===== config.mk =====
export PLATFORM = sky130hd
export DESIGN_NAME = csw_socket_regs
export DESIGN_NICKNAME = d
export VERILOG_FILES = /design/src/design/csw_pkg.sv /design/src/design/csw_socket_regs.sv
export SDC_FILE = /design/constraint.sdc
export NUM_CORES = 1
export LEC_CHECK = 0
export BUFFER_PORTS_ARGS = -buffer_cell sky130_fd_sc_hd__buf_2
export CORE_ASPECT_RATIO = 1.2
export CORE_MARGIN = 2
export CORE_UTILIZATION = 45
export CTS_CLUSTER_SIZE = 10
export DETAILED_ROUTE_END_ITERATION = 8
export GPL_TIMING_DRIVEN = 1
export PLACE_DENSITY_LB_ADDON = 0.1
export SLEW_MARGIN = 20
export SYNTH_ARGS = -nofsm -noshare
export SYNTH_HDL_FRONTEND = slang
export SYNTH_SLANG_ARGS = --single-unit
export TNS_END_PERCENT = 5

===== constraint.sdc =====
create_clock -name mclk -period 2.6 [get_ports mclk]
set_clock_uncertainty 0.05 [all_clocks]
set_input_delay 0.26 -clock mclk [delete_from_list [all_inputs] [get_ports mclk]]
set_output_delay 0.26 -clock mclk [all_outputs]
set_load 0.03 [all_outputs]

===== src/design/csw_pkg.sv =====
// Constants for the socket window and card detect register bank
package csw_pkg;

    // ==========================================================
    // Register offsets (first socket; second socket adds stride)
    localparam logic [11:0] WIN0_OFFSET = 12'h815;
    localparam logic [11:0] WIN1_OFFSET = 12'h81D;
    localparam logic [11:0] WIN2_OFFSET = 12'h825;
    localparam logic [11:0] WIN3_OFFSET = 12'h82D;
    localparam logic [11:0] WIN4_OFFSET = 12'h835;
    localparam logic [11:0] DETECT_OFFSET = 12'h816;
    localparam logic [11:0] GLOBAL_OFFSET = 12'h81E;
    localparam int SOCKET_SEL_BIT = 6;

    // ==========================================================
    // Sizes
    localparam int NUM_SOCKETS = 2;
    localparam int NUM_WINDOWS = 5;
    localparam int OFFSET_BITS = 6;

    // ==========================================================
    // Window upper offset fields
    localparam int WIN_WP_BIT = 7;
    localparam int WIN_ATTR_BIT = 6;
    localparam int WIN_OFFS_LSB = 0;

    // ==========================================================
    // Card detect and general control fields
    localparam int DET_SENSE2_BIT = 7;
    localparam int DET_SENSE1_BIT = 6;
    localparam int DET_TRIGGER_BIT = 5;
    localparam int DET_WAKE_BIT = 4;
    localparam int DET_CLR_REMOVAL_BIT = 1;

    // ==========================================================
    // Global control fields
    localparam int GLB_FLAG_CLEAR_BIT = 2;

    // ==========================================================
    // Values after reset and idle values
    localparam logic [7:0] WIN_RESET = 8'h00;
    localparam logic [7:0] READ_IDLE = 8'h00;
    localparam logic [1:0] PRIME_RESET = 2'h0;

endpackage : csw_pkg


===== src/design/csw_socket_regs.sv =====
// Per-socket window upper offset and card detect register bank
`timescale 1ns/1ps
`default_nettype none

module csw_socket_regs (
    // Clock and resets
    input wire logic mclk,
    input wire logic srst,
    input wire logic platform_reset,
    input wire logic pme_enable,
    // Register port, one byte per access
    input wire logic reg_wr,
    input wire logic reg_rd,
    input wire logic [11:0] reg_addr,
    input wire logic [7:0] reg_wdata,
    output logic [7:0] reg_rdata,
    // Card pins, index is socket; card_detect_n holds two bits per socket
    input wire logic [1:0] first_sense_level,
    input wire logic [1:0] second_sense_level,
    input wire logic [3:0] card_detect_n,
    // Status-change block of each socket
    input wire logic [1:0] detect_enable,
    input wire logic [1:0] status_change_clear,
    input wire logic [1:0] detect_flag_write1,
    output logic [1:0] soft_detect_trigger,
    output logic [1:0] ring_indicate_output_n,
    // Window controls toward the memory mapper; flag clear mode toward the status block
    output logic [59:0] offset_upper_bits,
    output logic [9:0] window_write_protect,
    output logic [9:0] window_attribute_select,
    output logic flag_clear_select
);

    // ==========================================================
    // Address decode
    localparam int NS = csw_pkg::NUM_SOCKETS;
    localparam int NW = csw_pkg::NUM_WINDOWS;

    logic [11:0] local_addr;
    logic sock_sel;
    logic [NW-1:0] hit_win;
    logic hit_detect;
    logic hit_global;

    // Fold the second socket onto the first socket's map
    assign sock_sel = reg_addr[csw_pkg::SOCKET_SEL_BIT];
    assign local_addr = reg_addr &
        ~(12'h001 << csw_pkg::SOCKET_SEL_BIT);
    assign hit_win[0] = (local_addr == csw_pkg::WIN0_OFFSET);
    assign hit_win[1] = (local_addr == csw_pkg::WIN1_OFFSET);
    assign hit_win[2] = (local_addr == csw_pkg::WIN2_OFFSET);
    assign hit_win[3] = (local_addr == csw_pkg::WIN3_OFFSET);
    assign hit_win[4] = (local_addr == csw_pkg::WIN4_OFFSET);
    assign hit_detect = (local_addr == csw_pkg::DETECT_OFFSET);
    // Global control is shared: both socket aliases reach it
    assign hit_global = (local_addr == csw_pkg::GLOBAL_OFFSET);

    // ==========================================================
    // Global flag clear mode
    logic flag_clear_reg;

    always_ff @(posedge mclk) begin
        if (srst) begin
            flag_clear_reg <= 1'b0;
        end else if (reg_wr && hit_global) begin
            flag_clear_reg <= reg_wdata[csw_pkg::GLB_FLAG_CLEAR_BIT];
        end
    end

    // Status block clears on read when low, on writeback when high
    assign flag_clear_select = flag_clear_reg;

    // ==========================================================
    // Per-socket state
    logic [7:0] win_reg [NS][NW];
    logic [NS-1:0] wake_reg;
    logic [NS-1:0] clr_removal_reg;
    logic [NS-1:0] trig_reg;
    logic [NS-1:0] ring_n_reg;
    logic [NS-1:0] sense1_reg;
    logic [NS-1:0] sense2_reg;
    logic [7:0] detect_view [NS];

    genvar gs;
    genvar gw;
    generate
        for (gs = 0; gs < NS; gs++) begin : g_sock
            logic [1:0] cd_reg;
            logic [1:0] cd_prev_reg;
            logic [1:0] prime_reg;
            logic cd_change;
            logic removal;
            logic sock_hit;
            logic wr_detect;
            logic trig_set;
            logic wipe_all;
            logic wipe_marked;
            logic [NW-1:0] wr_win;

            assign sock_hit = (sock_sel == 1'(gs));
            assign wr_detect = reg_wr && sock_hit && hit_detect;
            assign wr_win = {NW{reg_wr && sock_hit}} & hit_win;

            // Edge history is only trusted once two samples exist
            assign cd_change = prime_reg[1] && (cd_reg != cd_prev_reg);
            assign removal = prime_reg[1] && (cd_prev_reg == 2'h0) &&
                (cd_reg != 2'h0);

            // Removal wipe honours the option bit
            assign wipe_all = platform_reset ||
                (removal && clr_removal_reg[gs]);
            // Wake bits ride through platform reset while PME is on
            assign wipe_marked = (platform_reset && !pme_enable) ||
                (removal && clr_removal_reg[gs]);

            assign trig_set = wr_detect &&
                reg_wdata[csw_pkg::DET_TRIGGER_BIT] &&
                detect_enable[gs];

            // Pin sampling; no reset, values are live levels
            always_ff @(posedge mclk) begin
                cd_reg <= card_detect_n[2*gs +: 2];
                cd_prev_reg <= cd_reg;
                sense1_reg[gs] <= first_sense_level[gs];
                sense2_reg[gs] <= second_sense_level[gs];
            end

            always_ff @(posedge mclk) begin
                if (srst || platform_reset) begin
                    prime_reg <= csw_pkg::PRIME_RESET;
                end else begin
                    prime_reg <= {prime_reg[0], 1'b1};
                end
            end

            for (gw = 0; gw < NW; gw++) begin : g_win
                always_ff @(posedge mclk) begin
                    if (srst || wipe_all) begin
                        win_reg[gs][gw] <= csw_pkg::WIN_RESET;
                    end else if (wr_win[gw]) begin
                        win_reg[gs][gw] <= reg_wdata;
                    end
                end
                assign offset_upper_bits[(gs*NW+gw)*6 +: 6] =
                    win_reg[gs][gw][csw_pkg::WIN_OFFS_LSB +:
                    csw_pkg::OFFSET_BITS];
                assign window_write_protect[gs*NW+gw] =
                    win_reg[gs][gw][csw_pkg::WIN_WP_BIT];
                assign window_attribute_select[gs*NW+gw] =
                    win_reg[gs][gw][csw_pkg::WIN_ATTR_BIT];
            end

            always_ff @(posedge mclk) begin
                if (srst || wipe_marked) begin
                    wake_reg[gs] <= 1'b0;
                    clr_removal_reg[gs] <= 1'b0;
                end else if (wr_detect) begin
                    wake_reg[gs] <= reg_wdata[csw_pkg::DET_WAKE_BIT];
                    clr_removal_reg[gs] <=
                        reg_wdata[csw_pkg::DET_CLR_REMOVAL_BIT];
                end
            end

            // One-cycle event; the self-clear also covers the
            // writeback clear, and a new write wins over both
            always_ff @(posedge mclk) begin
                if (srst) begin
                    trig_reg[gs] <= 1'b0;
                end else if (trig_set) begin
                    trig_reg[gs] <= 1'b1;
                end else if (flag_clear_reg && detect_flag_write1[gs]) begin
                    trig_reg[gs] <= 1'b0;
                end else begin
                    trig_reg[gs] <= 1'b0;
                end
            end

            // A change in the clearing cycle keeps the line low
            always_ff @(posedge mclk) begin
                if (srst || wipe_marked) begin
                    ring_n_reg[gs] <= 1'b1;
                end else if (wake_reg[gs] && cd_change) begin
                    ring_n_reg[gs] <= 1'b0;
                end else if (status_change_clear[gs]) begin
                    ring_n_reg[gs] <= 1'b1;
                end
            end

            // Trigger reads as zero; reserved bits read as zero
            assign detect_view[gs] = {sense2_reg[gs], sense1_reg[gs],
                1'b0, wake_reg[gs], 2'h0, clr_removal_reg[gs],
                1'b0};
        end
    endgenerate

    assign soft_detect_trigger = trig_reg;
    assign ring_indicate_output_n = ring_n_reg;

    // ==========================================================
    // Read path, one cycle after the strobe
    logic [7:0] rd_sel;
    logic [7:0] win_rd;
    logic [7:0] rdata_reg;

    always_comb begin
        win_rd = csw_pkg::READ_IDLE;
        for (int w = 0; w < NW; w++) begin
            if (hit_win[w]) begin
                win_rd = win_reg[sock_sel][w];
            end
        end
    end

    assign rd_sel = hit_detect ? detect_view[sock_sel] :
        hit_global ? {5'h00, flag_clear_reg, 2'h0} :
        win_rd;

    always_ff @(posedge mclk) begin
        if (srst) begin
            rdata_reg <= csw_pkg::READ_IDLE;
        end else if (reg_rd) begin
            rdata_reg <= rd_sel;
        end
    end

    assign reg_rdata = rdata_reg;

endmodule : csw_socket_regs

`default_nettype wire


# ---- Word level (Yosys, flattened, before mapping)
# Memory sizes are Yosys's and may differ from the RTL's.
# Cells that the tools add are included.
dict set report totals {
  register_bits 33
  ramBits 80
  input_bits 40
  wordCells 145
  memories 1
}
dict set report classes {
  n_lt_le_gt_ge 1
  eq_ne 9
  n_mux 62
  bitwise 14
  n_reduce_logical 36
}
# name depth width read_ports rd_ports_with_merged_regs wr line
set memory_table {}
lappend memory_table {win_reg 2 40 3 0 2 csw_socket_regs.sv:75} ;# logic [7:0] win_reg [NS][NW];
# operator count
set op_table {}
lappend op_table {{$mux 8} 20}
lappend op_table {{$eq 11x11->1 const B} 7}
lappend op_table {{$mux 1} 42}
lappend op_table {{$logic_and 1x1->1} 20}
lappend op_table {{$and 5x5->5} 2}
lappend op_table {{$or 1x1->1} 10}
lappend op_table {{$logic_or 1x1->1} 9}
lappend op_table {{$reduce_bool 2->1} 4}
lappend op_table {{$logic_not 2->1} 2}
lappend op_table {{$ne 2x2->1} 2}
lappend op_table {{$ge 2x2->1 const B} 1}
lappend op_table {{$not 1->2} 1}
lappend op_table {{$logic_not 1->1} 1}
lappend op_table {{$not 1->1} 1}

# ---- Logic depth before layout (Yosys ltp)
dict set report depth {
  word_depth 9
  mapped_depth 7
  depth_no_buf 5
}

# ---- Least setup slack after synthesis
# Ideal clock, no wire load.
dict set report synth_timing {
  kind {input to register}
  from {input port reg_addr[8]}
  to {memory win_reg[1][0] (netlist name), enable pin}
  setup_time_ns 0.384
  arrival_time_ns 2.085
  required_time_ns 2.166
  setup_slack_ns 0.081
  cell_stages 4
  n_path_buf 1
  cell_sequence {or4b_4 -> or4_4 -> buf_6 -> o21ai_0}
}
# item line
set synth_rtl {}
lappend synth_rtl {{start: declaration} csw_socket_regs.sv:14} ;# input wire logic [11:0] reg_addr,
lappend synth_rtl {{end: declaration} csw_socket_regs.sv:75}

==> flow_metrics.py <==
metrics = {
    "floorplan": {
        "die_y_microns": 120,
        "coreArea_sq_um": 11000,
        "die_x_microns": 101,
        "rows": 42,
        "fp.dieArea_sq_um": 12100,
        "io_pins": 133,
        "start_util_pct": 46.1,
    },
    "cts": {
        "cts_num_sinks": 111,
        "root_buffer": "clkbuf_16",
        "htreeDepth": 3,
        "cts_buffers": 9,
        "cts_buffer_depth": 2,
        "clkTransAtPathRegs_ns": 0.07,
        "cts_tree": "done",
        "insertion_delay_ns": 0.35,
    },
    "global_routing": {
        "grt_remaining_overflow": 0,
        "grt_max_degree": 22,
        "grt.total_usage_pct": 23.7,
        "grt_pass1_vias": 3827,
        "grt_antenna_before_repair": 0,
        "grt_pass1_wl_microns": 20900,
    },
    "routing": {
        "drt_wl_total_microns": 14400,
        "drtAntennaViolNets": 0,
        "route.detailed.drc": 0,
        "num_vias": 3975,
        "vias_per_cell": 5.56,
        "wl_per_cell_microns": 20.2,
        "firstDrtPassIters": 5,
        "drt_iter0_markers": 290,
    },
    "final_layout": {
        "layout-drive-gt1-share_pct": 30.4,
        "fill_cells": 940,
        "nNetsFinal": 619,
        "n_antenna_cell": 0,
        "area_delta_synth_final_pct": 25.6,
        "largest_reg_flops": 80,
        "fin_area_sq_um": 6360,
    },
    "synth": {
        "synth_nets": 468,
        "ys_top_cells_by_count": "81 x and2_1, 80 x edfxtp_1, 38 x mux2i_1",
        "synth_area_leaders": "edfxtp_1 47%, dfxtp_1 12%, and2_1 10%, mux2i_1 7.5%, o21ai_0 2.6%",
        "synth-edff-count": 80,
        "synth_most_common_cell": "and2_1",
        "synth-seq-cells": 111,
        "yosys.cell_types.count": 42,
        "synth_area_per_cell_sq_um": 11.8,
        "synthesis.area_sq_um": 5060,
        "syn_inst": 428,
        "yosysTopAreaCell": "edfxtp_1",
        "async_reset_ff_share_pct": 0,
        "synth_seq_area_share_pct": 59.7,
        "yosys_most_used_dff": "edfxtp_1",
        "synth_top_area_share_pct": 47.4,
        "yosysWarningCount": 0,
    },
    "setup_path": {
        "critPathMaxFanout": 10,
        "slowest_delay_ns": 0.54,
        "cp-end-kind": "flip-flop",
        "cp_top_family": "simple AND/OR/NAND/NOR gates",
        "crit_arrival_ns": 2.26,
        "criticalPathCategory": "primary input to flip-flop",
        "cp.required_ns": 2.77,
        "cp_cell_sequence": "buf_2, buf_4, nor4b_1, nand4_1, nor2_1, and2_1",
        "cpMaxStageDelayCell": "nor2_1",
        "cp.buffers_inverters": 2,
        "startpoint_type": "primary input",
    },
    "sta": {
        "final-setup-viol-count": 0,
        "setup_ws_ns": 0.505,
        "period_needed_ns": 2.09,
        "relSlewSlack_pct": 57.8,
        "finalHoldViolCount": 0,
        "tns_ns": 0,
        "tightestPinTransition_ns": 0.625,
        "fin_crit_sh_pct": 80.6,
        "drv_slew": 0,
        "fmax_ghz": 0.477,
        "rsz0062_at_grt": "false",
    },
    "placement": {
        "io_buffers": 130,
        "hpwl_microns": 10500,
        "placed_cell_area_sq_um": 5970,
        "gp_congestion": 0.941,
        "dpl_worst_slack_ns": 0.206,
    },
    "pwr": {
        "p_per_area_nw_per_um2": 623,
        "peakVddDrop_uv": 277,
        "leakage_nw": 2.73,
    },
    "min_path": {
        "hold_class": "primary input to flip-flop",
    },
    "job": {
        "cap_violations": 0,
    },
    "run_status": {
        "status": "finished clean",
    },
}
[worst paths after layout]
| path | startpoint | end | slack, ns | depth (start not counted) |
|---|---|---|---|---|
| worst max-delay path | reg_addr[3] | win_reg[0][35] | 0.51 | 6 |
| worst min-delay path | detect_enable[0] | soft_detect_trigger[0] | 0.09 | 3 |
| worst max register to register | g_sock[1].prime_reg[1] | win_reg[0][35] | 0.69 | 5 |
| worst min register to register | g_sock[0].cd_reg[1] | g_sock[0].cd_prev_reg[1] | 0.33 | 0 |
[cell type report]
type / count / area (sq um) / share of cell area (%)
Multi-Input combinational cell: 295 / 1950 / 30.6
Tap cell: 132 / 165 / 2.60
Inverter: 2 / 7.51 / 0.118
Clock inverter: 6 / 85.1 / 1.34
Timing Repair Buffer: 160 / 908 / 14.3
Clock buffer: 9 / 225 / 3.54
Sequential cell: 111 / 3020 / 47.5
[stage by stage]
stage               total power, W  utilization (%)  std cells  hold slack [ns]
floorplan                  0.00233                -        428            0.238
global placement           0.00253             54.4        692            0.314
detailed placement         0.00254             54.4        692            0.315
CTS                        0.00397             57.9        715           0.0886
global route               0.00408             57.9        715            0.103
finish                     0.00397             57.9        715           0.0896
[cells by family (layout without fill, tap and decap cells)]
group                  count (synthesis)  in the layout  synth area share (%)
AND/OR/NAND/NOR                      169            169                  19.1
flip-flops                           111            111                  59.7
AO/OA/AOI/OAI                         76             76                  9.37
multiplexers                          46             46                  9.29
buffers and inverters                 22            177                  1.85
XOR/XNOR                               4              4                 0.692
[timing repair]
action                                 CTS  global route
buffers inserted                         0             0
resized for setup                        0             0
hold buffers                             8             0
endpoints found under the hold margin    8             0
[tightest hold or removal path, stage by stage]
cell     delay [ns]
buf_2          0.10
nand2_1        0.05
nor3_1         0.04
[layout by cell type (no fill, tap or decap), drive strengths merged, types with 9 or more instances in the layout]
cell,instances
nand2,16
nand4,9
buf,152
a21oi,17
dfxtp,31
mux2i,38
nor2,27
and2,81
edfxtp,80
clkbuf,9
o21ai,26
[layer usage]
metal | track usage (%) | share of wire (%) | vias to the layer above
li1 | - | - | 1875
met1 | 29.5 | 40 | 1929
met2 | 41.7 | 53 | 154
met3 | 4.34 | 6.4 | 17
met4 | 7.11 | 1.4 | 0
met5 | 0 | 0 | -
[power by group]
part | switching (W) | internal (W)
clock | 0.000624 | 0.000838
sequential | 0.0000477 | 0.00197
combinational | 0.000332 | 0.000153
total | 0.00100 | 0.00296
Power figures use the tool's default switching activity.
